<file path="config.mk">
export PLATFORM = sky130hd
export DESIGN_NAME = uic_uart_ctrl
export DESIGN_NICKNAME = d
export VERILOG_FILES = /design/src/uic_pkg.sv /design/src/uic_clk_gen.sv /design/src/uic_rx_fifo.sv /design/src/uic_uart_ctrl.sv
export VERILOG_INCLUDE_DIRS = /design/src
export SDC_FILE = /design/constraint.sdc
export NUM_CORES = 1
export LEC_CHECK = 0
export ABC_AREA = 0
export BUFFER_PORTS_ARGS = -buffer_cell sky130_fd_sc_hd__buf_2
export CAP_MARGIN = 0
export CORE_AREA = 4 4 154 156
export CTS_CLUSTER_SIZE = 30
export DETAILED_ROUTE_END_ITERATION = 8
export DIE_AREA = 0 0 158 160
export PLACE_DENSITY = 0.68
export SETUP_SLACK_MARGIN = 0.05
export SLEW_MARGIN = 20
export SYNTH_ARGS = -nofsm -noshare
export SYNTH_HDL_FRONTEND = slang
export SYNTH_SLANG_ARGS = --single-unit
</file>
<file path="constraint.sdc">
create_clock -name clk_sys -period 3.2 [get_ports clk_sys]
set_input_delay 0.32 -clock clk_sys [delete_from_list [all_inputs] [get_ports clk_sys]]
set_output_delay 0.32 -clock clk_sys [all_outputs]
set_load 0.01 [all_outputs]
</file>
<file path="src/uic_cfg.svh">
// Register offsets, field positions, reset values and timing counts of the serial port control block
`ifndef UIC_CFG_SVH
`define UIC_CFG_SVH
`define UIC_OFS_CLK 8'h00
`define UIC_OFS_MOD 8'h04
`define UIC_OFS_BR 8'h08
`define UIC_OFS_CTL 8'h0c
`define UIC_OFS_TXD 8'h10
`define UIC_OFS_RXD 8'h14
`define UIC_OFS_INTF 8'h18
`define UIC_OFS_INTE 8'h1c
`define UIC_OFS_TDMA 8'h20
`define UIC_OFS_RDMA 8'h24
`define UIC_OFS_CAWF 8'h28
`define UIC_MSK_CLK 16'h0133
`define UIC_MSK_MOD 16'h1f7f
`define UIC_MSK_BR 12'hfff
`define UIC_CLK_DEBUG_RUN 8
`define UIC_CLK_DIV_LSB 4
`define UIC_CLK_SRC_LSB 0
`define UIC_BR_RELOAD_LSB 0
`define UIC_CTL_SOFT_RESET 1
`define UIC_CTL_MODULE_ENABLE 0
`define UIC_FLAGS_RST 7'h01
`define UIC_SRST_CYCLES 3'h4
`define UIC_IR_PULSE 4'h3
`define UIC_OVS_FAST 4'h3
`define UIC_OVS_SLOW 4'hf
`define UIC_HALF_FAST 4'h1
`define UIC_HALF_SLOW 4'h7
`endif

</file>
<file path="src/uic_pkg.sv">
// Types shared by the serial port control block
package uic_pkg;
  typedef struct packed {
    logic tend;
    logic fe;
    logic pe;
    logic oe;
    logic rb2;
    logic rb1;
    logic tbe;
  } uic_flags_t;
  typedef struct packed {
    logic [2:0] rsvd_hi;
    logic carrier_phase_select;
    logic carrier_enable;
    logic baud_prescale_select;
    logic rx_line_invert;
    logic tx_line_invert;
    logic rsvd7;
    logic input_pullup_enable;
    logic output_drive_mode;
    logic infrared_mode_enable;
    logic char_length_select;
    logic parity_enable;
    logic parity_odd_select;
    logic stop_length_select;
  } uic_mode_t;
  typedef enum logic [2:0] {
    UIC_IDLE = 3'b000,
    UIC_START = 3'b001,
    UIC_DATA = 3'b010,
    UIC_PAR = 3'b011,
    UIC_STOP = 3'b100
  } uic_line_st_t;
endpackage

</file>
<file path="src/uic_clk_gen.sv">
// Operating clock source select, divider, gating and sampling tick generator
`timescale 1ns/100ps
module uic_clk_gen (
  input wire logic clk_sys,
  input wire logic rstn,
  input wire logic [3:0] src_tick,
  input wire logic [1:0] clk_src,
  input wire logic [1:0] clk_div,
  input wire logic run,
  input wire logic [7:0] reload,
  output logic op_tick,
  output logic sample_tick
);
  logic [2:0] div_q;
  logic [7:0] rl_q;
  logic [3:0] m4;
  logic [2:0] mask;
  logic sel;

  // Divider only applies to the two oscillator sources
  always_comb begin
    sel = src_tick[clk_src];
    m4 = (4'h1 << clk_div) - 4'h1;
    mask = (clk_src == 2'h0 || clk_src == 2'h2) ? m4[2:0] : 3'h0;
    op_tick = run & sel & ((div_q & mask) == mask);
    sample_tick = op_tick && (rl_q == reload);
  end

  // Source tick divider
  always_ff @(posedge clk_sys or negedge rstn) begin
    if (!rstn) begin
      div_q <= 3'h0;
    end else if (run & sel) begin
      div_q <= div_q + 3'h1;
    end
  end

  // Reload counter of the sampling clock
  always_ff @(posedge clk_sys or negedge rstn) begin
    if (!rstn) begin
      rl_q <= 8'h00;
    end else if (op_tick) begin
      rl_q <= sample_tick ? 8'h00 : rl_q + 8'h01;
    end
  end
endmodule

</file>
<file path="src/uic_rx_fifo.sv">
// Two-entry receive buffer, oldest entry first
`timescale 1ns/100ps
module uic_rx_fifo #(parameter int W = 10) (
  input wire logic clk_sys,
  input wire logic rstn,
  input wire logic clear,
  input wire logic push,
  input wire logic pop,
  input wire logic [W-1:0] wdata,
  output logic [1:0] count,
  output logic [W-1:0] head,
  output logic [W-1:0] next
);
  logic [W-1:0] mem_q [2];
  logic [1:0] count_q;

  // Head is zero while empty
  assign count = count_q;
  assign head = (count_q != 2'h0) ? mem_q[0] : '0;
  assign next = mem_q[1];

  // Storage shifts forward on a pop
  always_ff @(posedge clk_sys or negedge rstn) begin
    if (!rstn) begin
      mem_q[0] <= '0;
      mem_q[1] <= '0;
    end else begin
      if (push && (count_q == 2'h0 || (pop && count_q == 2'h1))) begin
        mem_q[0] <= wdata;
      end else if (pop) begin
        mem_q[0] <= mem_q[1];
      end
      if (push && count_q == 2'h1 && !pop) begin
        mem_q[1] <= wdata;
      end
    end
  end

  // Fill level
  always_ff @(posedge clk_sys or negedge rstn) begin
    if (!rstn) begin
      count_q <= 2'h0;
    end else if (clear) begin
      count_q <= 2'h0;
    end else begin
      count_q <= count_q + {1'b0, push} - {1'b0, pop};
    end
  end
endmodule

</file>
<file path="src/uic_uart_ctrl.sv">
// Serial port with interrupt flags, DMA requests and configuration registers on APB
//
// The register offsets and register access over APB are this design's own decisions.
`timescale 1ns/100ps
`include "uic_cfg.svh"
module uic_uart_ctrl import uic_pkg::*; #(parameter int DMA_CH = 16) (
  input wire logic clk_sys,
  input wire logic rstn,
  input wire logic psel,
  input wire logic penable,
  input wire logic pwrite,
  input wire logic [7:0] paddr,
  input wire logic [31:0] pwdata,
  output logic [31:0] prdata,
  output logic pready,
  output logic pslverr,
  input wire logic [3:0] src_tick,
  input wire logic debug_mode,
  input wire logic serial_in_pin,
  output logic serial_out_pin,
  output logic serial_out_oe,
  output logic input_pullup_enable,
  output logic irq,
  output logic [DMA_CH-1:0] dma_req
);
  logic [15:0] clk_q;
  uic_mode_t mode_q;
  logic [11:0] br_q;
  logic module_enable_q;
  logic [2:0] srst_cnt_q;
  logic [7:0] crper_q;
  logic [6:0] inte_q;
  logic [DMA_CH-1:0] tdma_q, rdma_q, dma_q;
  uic_flags_t flags_q;
  logic [31:0] prdata_q, rdata_d;
  logic pready_q, pslverr_q, map_ok, irq_q;
  logic acc, wr_en, rd_en, srst_busy, run, op_tick, sample_tick;
  logic [6:0] w1c;
  logic [7:0] txbuf_q;
  logic txfull_q, tx_wr, tx_load, tx_done, tx_bit_end, tx_stop2_q, tx_par_q, tx_bit;
  uic_line_st_t tx_st_q, rx_st_q;
  logic [3:0] tx_cnt_q, rx_cnt_q, ovs_last, rx_lim;
  logic [2:0] tx_bitn_q, rx_bitn_q, last_bit;
  logic [7:0] tx_sh_q, rx_sh_q, rx_data, car_cnt_q;
  logic rx_s1_q, rx_s2_q, rxd, rx_par_q, rx_bit_end, rx_done, rx_fe, rx_pe;
  logic rx_push, rx_pop, car_q, line_bit, mod_bit;
  logic [1:0] fifo_cnt, nh_err;
  logic [9:0] fifo_head, fifo_next;
  logic serial_out_q, serial_out_oe_q;

  // APB handshake: one wait state, then the access completes
  assign acc = psel & penable & pready_q;
  assign wr_en = acc & pwrite;
  assign rd_en = acc & ~pwrite;
  assign prdata = prdata_q;
  assign pready = pready_q;
  assign pslverr = pslverr_q;
  assign serial_out_pin = serial_out_q;
  assign serial_out_oe = serial_out_oe_q;
  assign input_pullup_enable = mode_q.input_pullup_enable;
  assign irq = irq_q;
  assign dma_req = dma_q;
  assign srst_busy = srst_cnt_q != 3'h0;
  assign run = module_enable_q & (~debug_mode | clk_q[`UIC_CLK_DEBUG_RUN]);

  // Read mux; reserved bits come back as zero
  always_comb begin
    rdata_d = 32'h0;
    map_ok = 1'b1;
    case (paddr)
      `UIC_OFS_CLK: rdata_d = {16'h0, clk_q};
      `UIC_OFS_MOD: rdata_d = {16'h0, mode_q};
      `UIC_OFS_BR: rdata_d = {20'h0, br_q};
      `UIC_OFS_CTL: rdata_d = {30'h0, srst_busy, module_enable_q};
      `UIC_OFS_TXD: rdata_d = {24'h0, txbuf_q};
      `UIC_OFS_RXD: rdata_d = {24'h0, fifo_head[7:0]};
      `UIC_OFS_INTF: rdata_d = {22'h0, rx_st_q != UIC_IDLE, tx_st_q != UIC_IDLE, 1'b0, flags_q};
      `UIC_OFS_INTE: rdata_d = {25'h0, inte_q};
      `UIC_OFS_TDMA: rdata_d = 32'(tdma_q);
      `UIC_OFS_RDMA: rdata_d = 32'(rdma_q);
      `UIC_OFS_CAWF: rdata_d = {24'h0, crper_q};
      default: map_ok = 1'b0;
    endcase
  end

  // Bus answer, captured in the cycle before pready rises
  always_ff @(posedge clk_sys or negedge rstn) begin
    if (!rstn) begin
      pready_q <= 1'b0;
      pslverr_q <= 1'b0;
      prdata_q <= 32'h0;
    end else begin
      pready_q <= psel & penable & ~pready_q;
      if (psel & penable & ~pready_q) begin
        prdata_q <= pwrite ? 32'h0 : rdata_d;
        pslverr_q <= ~map_ok;
      end else begin
        pslverr_q <= 1'b0;
      end
    end
  end

  // Configuration registers, reserved bits masked on write
  always_ff @(posedge clk_sys or negedge rstn) begin
    if (!rstn) begin
      clk_q <= 16'h0;
      mode_q <= '0;
      br_q <= 12'h0;
      module_enable_q <= 1'b0;
      inte_q <= 7'h0;
      tdma_q <= '0;
      rdma_q <= '0;
      crper_q <= 8'h0;
    end else if (wr_en) begin
      case (paddr)
        `UIC_OFS_CLK: clk_q <= pwdata[15:0] & `UIC_MSK_CLK;
        `UIC_OFS_MOD: mode_q <= uic_mode_t'(pwdata[15:0] & `UIC_MSK_MOD);
        `UIC_OFS_BR: br_q <= pwdata[11:0] & `UIC_MSK_BR;
        `UIC_OFS_CTL: module_enable_q <= pwdata[`UIC_CTL_MODULE_ENABLE];
        `UIC_OFS_INTE: inte_q <= pwdata[6:0];
        `UIC_OFS_TDMA: tdma_q <= pwdata[DMA_CH-1:0];
        `UIC_OFS_RDMA: rdma_q <= pwdata[DMA_CH-1:0];
        `UIC_OFS_CAWF: crper_q <= pwdata[7:0];
        default: ;
      endcase
    end
  end

  // Soft reset runs a fixed number of cycles, then clears itself
  always_ff @(posedge clk_sys or negedge rstn) begin
    if (!rstn) begin
      srst_cnt_q <= 3'h0;
    end else if (wr_en && paddr == `UIC_OFS_CTL && pwdata[`UIC_CTL_SOFT_RESET]) begin
      srst_cnt_q <= `UIC_SRST_CYCLES;
    end else if (srst_busy) begin
      srst_cnt_q <= srst_cnt_q - 3'h1;
    end
  end

  uic_clk_gen u_clk (
    .clk_sys(clk_sys),
    .rstn(rstn),
    .src_tick(src_tick),
    .clk_src(clk_q[`UIC_CLK_SRC_LSB +: 2]),
    .clk_div(clk_q[`UIC_CLK_DIV_LSB +: 2]),
    .run(run),
    .reload(br_q[`UIC_BR_RELOAD_LSB +: 8]),
    .op_tick(op_tick),
    .sample_tick(sample_tick)
  );

  // Per-bit sample counts and character framing
  assign ovs_last = mode_q.baud_prescale_select ? `UIC_OVS_FAST : `UIC_OVS_SLOW;
  assign last_bit = mode_q.char_length_select ? 3'h7 : 3'h6;
  assign tx_wr = wr_en && paddr == `UIC_OFS_TXD;
  assign tx_load = sample_tick && tx_st_q == UIC_IDLE && txfull_q && !tx_wr && !srst_busy;
  assign tx_bit_end = sample_tick && tx_cnt_q == ovs_last;
  assign tx_done = tx_bit_end && tx_st_q == UIC_STOP && (!mode_q.stop_length_select || tx_stop2_q);

  // Transmit buffer
  always_ff @(posedge clk_sys or negedge rstn) begin
    if (!rstn) begin
      txbuf_q <= 8'h0;
      txfull_q <= 1'b0;
    end else if (srst_busy) begin
      txfull_q <= 1'b0;
    end else if (tx_wr) begin
      txbuf_q <= pwdata[7:0];
      txfull_q <= 1'b1;
    end else if (tx_load) begin
      txfull_q <= 1'b0;
    end
  end

  // Transmit engine
  always_ff @(posedge clk_sys or negedge rstn) begin
    if (!rstn) begin
      tx_st_q <= UIC_IDLE;
      tx_cnt_q <= 4'h0;
      tx_bitn_q <= 3'h0;
      tx_sh_q <= 8'h0;
      tx_par_q <= 1'b0;
      tx_stop2_q <= 1'b0;
    end else if (srst_busy) begin
      tx_st_q <= UIC_IDLE;
      tx_cnt_q <= 4'h0;
    end else if (sample_tick) begin
      tx_cnt_q <= (tx_st_q == UIC_IDLE || tx_bit_end) ? 4'h0 : tx_cnt_q + 4'h1;
      unique case (tx_st_q)
        UIC_IDLE: if (tx_load) begin
          tx_st_q <= UIC_START;
          tx_sh_q <= txbuf_q;
          tx_par_q <= ^{mode_q.char_length_select & txbuf_q[7], txbuf_q[6:0]} ^ mode_q.parity_odd_select;
        end
        UIC_START: if (tx_bit_end) begin
          tx_st_q <= UIC_DATA;
          tx_bitn_q <= 3'h0;
        end
        UIC_DATA: if (tx_bit_end) begin
          tx_sh_q <= {1'b0, tx_sh_q[7:1]};
          tx_bitn_q <= tx_bitn_q + 3'h1;
          if (tx_bitn_q == last_bit) begin
            tx_st_q <= mode_q.parity_enable ? UIC_PAR : UIC_STOP;
            tx_stop2_q <= 1'b0;
          end
        end
        UIC_PAR: if (tx_bit_end) begin
          tx_st_q <= UIC_STOP;
        end
        UIC_STOP: if (tx_bit_end) begin
          tx_stop2_q <= 1'b1;
          if (tx_done) begin
            tx_st_q <= UIC_IDLE;
          end
        end
        default: tx_st_q <= UIC_IDLE;
      endcase
    end
  end

  // Receive line synchroniser and optional inversion
  always_ff @(posedge clk_sys or negedge rstn) begin
    if (!rstn) begin
      rx_s1_q <= 1'b1;
      rx_s2_q <= 1'b1;
    end else begin
      rx_s1_q <= serial_in_pin;
      rx_s2_q <= rx_s1_q;
    end
  end
  assign rxd = rx_s2_q ^ mode_q.rx_line_invert;

  // Receive framing and error checks
  assign rx_lim = (rx_st_q != UIC_START) ? ovs_last :
    (mode_q.baud_prescale_select ? `UIC_HALF_FAST : `UIC_HALF_SLOW);
  assign rx_bit_end = sample_tick && rx_st_q != UIC_IDLE && rx_cnt_q == rx_lim;
  assign rx_done = rx_bit_end && rx_st_q == UIC_STOP;
  assign rx_data = mode_q.char_length_select ? rx_sh_q : {1'b0, rx_sh_q[7:1]};
  assign rx_fe = ~rxd;
  assign rx_pe = mode_q.parity_enable & ((^rx_data ^ rx_par_q) != mode_q.parity_odd_select);

  // Receive engine
  always_ff @(posedge clk_sys or negedge rstn) begin
    if (!rstn) begin
      rx_st_q <= UIC_IDLE;
      rx_cnt_q <= 4'h0;
      rx_bitn_q <= 3'h0;
      rx_sh_q <= 8'h0;
      rx_par_q <= 1'b0;
    end else if (srst_busy) begin
      rx_st_q <= UIC_IDLE;
      rx_cnt_q <= 4'h0;
    end else if (sample_tick) begin
      rx_cnt_q <= (rx_st_q == UIC_IDLE || rx_bit_end) ? 4'h0 : rx_cnt_q + 4'h1;
      unique case (rx_st_q)
        UIC_IDLE: if (!rxd) begin
          rx_st_q <= UIC_START;
        end
        UIC_START: if (rx_bit_end) begin
          rx_st_q <= rxd ? UIC_IDLE : UIC_DATA;
          rx_bitn_q <= 3'h0;
        end
        UIC_DATA: if (rx_bit_end) begin
          rx_sh_q <= {rxd, rx_sh_q[7:1]};
          rx_bitn_q <= rx_bitn_q + 3'h1;
          if (rx_bitn_q == last_bit) begin
            rx_st_q <= mode_q.parity_enable ? UIC_PAR : UIC_STOP;
          end
        end
        UIC_PAR: if (rx_bit_end) begin
          rx_par_q <= rxd;
          rx_st_q <= UIC_STOP;
        end
        UIC_STOP: if (rx_bit_end) begin
          rx_st_q <= UIC_IDLE;
        end
        default: rx_st_q <= UIC_IDLE;
      endcase
    end
  end

  // A full buffer drops the new character
  assign rx_push = rx_done && fifo_cnt != 2'h2 && !srst_busy;
  assign rx_pop = rd_en && paddr == `UIC_OFS_RXD && fifo_cnt != 2'h0;

  uic_rx_fifo #(.W(10)) u_fifo (
    .clk_sys(clk_sys),
    .rstn(rstn),
    .clear(srst_busy),
    .push(rx_push),
    .pop(rx_pop),
    .wdata({rx_fe, rx_pe, rx_data}),
    .count(fifo_cnt),
    .head(fifo_head),
    .next(fifo_next)
  );

  // Error bits of a byte that just became readable
  always_comb begin
    if (rx_push && (fifo_cnt == 2'h0 || (rx_pop && fifo_cnt == 2'h1))) begin
      nh_err = {rx_fe, rx_pe};
    end else if (rx_pop && fifo_cnt == 2'h2) begin
      nh_err = fifo_next[9:8];
    end else begin
      nh_err = 2'h0;
    end
  end
  assign w1c = (wr_en && paddr == `UIC_OFS_INTF) ? pwdata[6:0] : 7'h0;

  // Sticky flags; a set event beats a write-one or read clear in the same cycle, but soft reset beats a set event
  always_ff @(posedge clk_sys or negedge rstn) begin
    if (!rstn) begin
      flags_q <= uic_flags_t'(`UIC_FLAGS_RST);
    end else if (srst_busy) begin
      flags_q <= uic_flags_t'(`UIC_FLAGS_RST);
    end else begin
      flags_q.tend <= (tx_done & flags_q.tbe) | (flags_q.tend & ~w1c[6]);
      flags_q.fe <= nh_err[1] | (flags_q.fe & ~w1c[5] & ~(rx_pop & fifo_head[9]));
      flags_q.pe <= nh_err[0] | (flags_q.pe & ~w1c[4] & ~(rx_pop & fifo_head[8]));
      flags_q.oe <= (rx_done & fifo_cnt == 2'h2) | (flags_q.oe & ~w1c[3]);
      flags_q.rb2 <= (rx_push & fifo_cnt == 2'h1 & ~rx_pop) | (flags_q.rb2 & ~rx_pop);
      flags_q.rb1 <= (rx_push & fifo_cnt == 2'h0) | (flags_q.rb1 & ~(rx_pop & fifo_cnt == 2'h1 & ~rx_push));
      flags_q.tbe <= tx_load | (flags_q.tbe & ~tx_wr);
    end
  end

  // Interrupt and DMA request outputs
  always_ff @(posedge clk_sys or negedge rstn) begin
    if (!rstn) begin
      irq_q <= 1'b0;
      dma_q <= '0;
    end else begin
      irq_q <= |(flags_q & inte_q);
      dma_q <= (flags_q.rb1 ? rdma_q : '0) | (flags_q.tbe ? tdma_q : '0);
    end
  end

  // Carrier waveform from the operating clock
  always_ff @(posedge clk_sys or negedge rstn) begin
    if (!rstn) begin
      car_cnt_q <= 8'h0;
      car_q <= 1'b0;
    end else if (op_tick) begin
      car_cnt_q <= (car_cnt_q == crper_q) ? 8'h00 : car_cnt_q + 8'h01;
      car_q <= car_q ^ (car_cnt_q == crper_q);
    end
  end

  // Output bit with infrared pulse shaping and carrier
  always_comb begin
    unique case (tx_st_q)
      UIC_START: tx_bit = 1'b0;
      UIC_DATA: tx_bit = tx_sh_q[0];
      UIC_PAR: tx_bit = tx_par_q;
      default: tx_bit = 1'b1;
    endcase
    line_bit = tx_bit | (mode_q.infrared_mode_enable & (tx_cnt_q >= `UIC_IR_PULSE));
    mod_bit = (mode_q.carrier_enable && line_bit == mode_q.carrier_phase_select) ? car_q : line_bit;
  end

  // Serial output pin; open drain drives only the low level
  always_ff @(posedge clk_sys or negedge rstn) begin
    if (!rstn) begin
      serial_out_q <= 1'b1;
      serial_out_oe_q <= 1'b1;
    end else begin
      serial_out_q <= mod_bit ^ mode_q.tx_line_invert;
      serial_out_oe_q <= ~mode_q.output_drive_mode | ~(mod_bit ^ mode_q.tx_line_invert);
    end
  end
endmodule

</file>
==> run metrics <==
status=completed; fraction of layout cells with a size suffix above 1=26.7%; clock sink count=216; top-count cell post-synth=dfrtp_1; Core Region=22,400 sq um; reg2reg setup slack=470 ps; Max Cap Violations=0; Compound-Gate Fraction of Synth Area=13.9%; Yosys top cell by area=dfrtp_1; final core utilization=55.9%; number of CTS-inserted buffers=24; static leakage=5.81 nW; # diodes=0; Synth warnings=0; Worst Hold Class=input pin to flop; hold path cells=2; slew at the pin closest to its max-slew limit=820 ps; r2r startpoint=rx_st_q[2]$_DFFE_PN0P_; routed vias=8,198; Post-Synth XOR/XNOR Area=3.64%; GPL Wtd Cong=0.920; Power per Cell Area=478 nW/um^2; die height=160 microns; Post-synth top cells=211 x dfrtp_1, 115 x mux2_2, 90 x nand2_1, 72 x o21ai_0, 54 x nor2_1; initial antenna violation count=0; DRC errors left=0; initial DRC count=716; routed wire length=28.5 mm; Synth Area in Adders=1.25%; period utilization=85.2%; Pre-antenna DRT Iters=6; largest net degree at the start of global routing=120; area taken by multi-input logic gates=5210 sq um; hold_sp=pwdata[14]; Hold Vio Cnt, Final=0; FILL cells=1,909; total track usage=22.2%; CP max FO=12; Bufs on Longest Clock Path=3; post-synthesis mux area share=13.5%; relative slew slack=43.9%; Final Critical Period=2730 ps; DR top layer=met4; vias in the first global route=8,003; post-DR wirelength/cell=20.6 microns; Mapped Area=11,000 sq um; Worst R2R End=u_fifo.count[1]$_DFF_PN0_; Detail Placement HPWL=19.9 mm; total power draw=5.98 mW; WHS Endpoint=tdma_q[14]$_DFFE_PN0P_; Crit path top cell by count=xnor2_1; Crit path buffers/inverters=0; Die ar.=25,300 sq um; post-synthesis simple-gate area fraction=14.5%; DRT antenna net count=0; ys flop type=dfrtp_1; syn_area_per_cell=11.0 sq um; Sw Pwr=1.40 mW; Sw Ratio=23.4%; post-CTS sizing=0; grt total ovfl=0; final setup fails=0; Internal Power=4.58 mW; DP Cell Count=1,335; IO Port Bufs=72; Initial Util=49.0%; total negative slack=0 ps; synthesized flop and latch total=216; Critical Path RT=3610 ps; Post-layout nets=1,140; first-pass GRT wire length=44.7 mm; fmax=367 MHz; Non-Filler Instances=1,379; Arr. time, crit path=3130 ps; Max Slew Vio Count=0; sequential share of power=46.5%; Core Rows=55; register area share after synthesis=49.3%; DRT met1 WL=12.4 mm; number of synthesized flops with an enable pin=0; Die W=158 microns; max incr delay on CP=500 ps; largest family of logic cells by synthesized area=simple AND/OR/NAND/NOR gates; sequential cell area=5410 sq um; Comb pwr share=6.7%; via/cell ratio=5.94; Synth async-reset ratio=100%; top cell type's share of synthesized area=48.1%; maximum VDD drop=0.000279 V; Cell Chain, Critical Path=or3b_1 > a2111oi_4 > o21a_1 > and3_1 > nor3b_1 > ha_1 > xnor2_1 > xnor2_1 > nor2_1; main area contributors after synthesis=dfrtp_1 48%, mux2_2 12%, o21ai_0 3.3%; Yosys cell types=82; Slowest cell on crit path=dfrtp_1; Clk pwr share=46.8%; Top Family by Delay on Critical Path=simple AND/OR/NAND/NOR gates; Clk pin slew, worst setup/hold paths=70 ps; top-level I/O count=105; critical path class=flop to flop; RSZ-0062 raised after global routing=false; H-tree levels=1; startpoint types=flop; synth-to-layout area growth=13.9%; WL met2=13.4 mm; post-CTS setup buffers=0; crit path capture type=flop; clock latency on the worst-skew pair=510 ps; Final Skew=9.33 ps; worst reg2reg path depth=9; WL met3=1.93 mm; Gate Count Post-Synth=1,001; CTS tree=built; CTS root buf=clkbuf_16
## flip-flops by register name (all words and copies together), names as in the netlist, 7 cells and up
signal        count
dma_req          16
u_fifo.next      10
mode_q           11
rdma_q           16
crper_q           8
u_fifo.mem_q     10
rx_sh_q           8
flags_q           7
prdata           16
u_clk.rl_q        8
car_cnt_q         8
tx_sh_q           8
inte_q            7
br_q             12
tdma_q           16
txbuf_q           8
## logic make-up (layout without fill, tap and decap cells)
kind of cell    count (synthesis)  in the layout
buf+inv                        87            165
fa+ha+maj                      11             11
other cells                     1             16
mux                           132            132
xor+xnor                       44             44
flops                         216            216
compound gates                220            220
simple gates                  290            290
## layout by cell type, fill, tap and decap left out, types with 7 or more instances in the layout
cell,netlist,layout
inv_1,19,19
nor3b_1,9,9
mux2i_1,15,15
xnor2_1,29,29
and2_1,9,9
a22o_1,24,24
conb_1,1,16
buf_4,20,28
a22oi_1,25,25
o21ai_0,72,72
buf_2,15,71
a21oi_1,25,25
nor3_1,13,12
mux2_2,115,115
nand3_1,31,31
dfrtp_1,211,211
xor2_1,14,14
clkbuf_16,0,25
nand4_1,8,8
a31oi_1,7,7
nand2_1,90,90
ha_1,11,11
nor2_1,54,54
and3_1,9,9
a221oi_1,9,9
nor2b_1,9,9
nand2b_1,9,9
## layer usage
metal / track usage (%) / vias up
met3: 3.98 / 52
met4: 6.32 / 0
li1: - / 3781
met5: 0 / -
met1: 31.0 / 4067
met2: 35.6 / 298
## area by class of cell
cell class | count | share of cell area [%]
sequential | 216 | 43.3
multi-input combinational | 713 | 41.7
clock buffer | 33 | 5.65
timing repair buffer | 104 | 5.13
tap | 285 | 2.85
clock inverter | 9 | 0.811
inverter | 19 | 0.571
## power by group through the flow
stage	sequential (mW)	combinational, mW	clock, mW
3_3_place_gp	2.83	0.399	0
4_1_cts	2.78	0.407	2.86
6_report	2.78	0.402	2.80
2_1_floorplan	2.82	0.219	0
3_5_place_dp	2.83	0.405	0
5_1_grt	2.78	0.447	2.96
## how the worst max path moves through the flow
| stage | from | to | slack [ps] | depth (start not counted) |
|---|---|---|---|---|
| after global placement | rx_st_q[2]$_DFFE_PN0P_ | u_fifo.count[1]$_DFF_PN0_ | 530 | 9 |
| after detailed placement | rx_st_q[2]$_DFFE_PN0P_ | u_fifo.count[1]$_DFF_PN0_ | 510 | 9 |
| after global routing | u_clk.rl_q[5]$_DFFE_PN0P_ | u_fifo.count[1]$_DFF_PN0_ | 300 | 9 |
| after CTS | rx_st_q[2]$_DFFE_PN0P_ | u_fifo.count[1]$_DFF_PN0_ | 500 | 9 |
| after floorplan | paddr[3] | u_fifo.count[1]$_DFF_PN0_ | 560 | 11 |
| final | rx_st_q[2]$_DFFE_PN0P_ | u_fifo.count[1]$_DFF_PN0_ | 470 | 9 |
## metrics by stage
step           hold WS (ps)  instance area [sq um]  worst slack (ps)
2_1_floorplan          24.4                  11000               564
3_3_place_gp            105                  11700               531
3_5_place_dp            104                  11700               508
4_1_cts                40.9                  12500               502
5_1_grt                54.7                  12500               301
6_report               53.8                  12500               473
## timing repair
action                                  in CTS  in global routing
endpoints found under the setup margin       0                  0
hold buffers                                 2                  0
endpoints found under the hold margin      212                  0
Note: power is estimated with default switching activity, not from simulation.
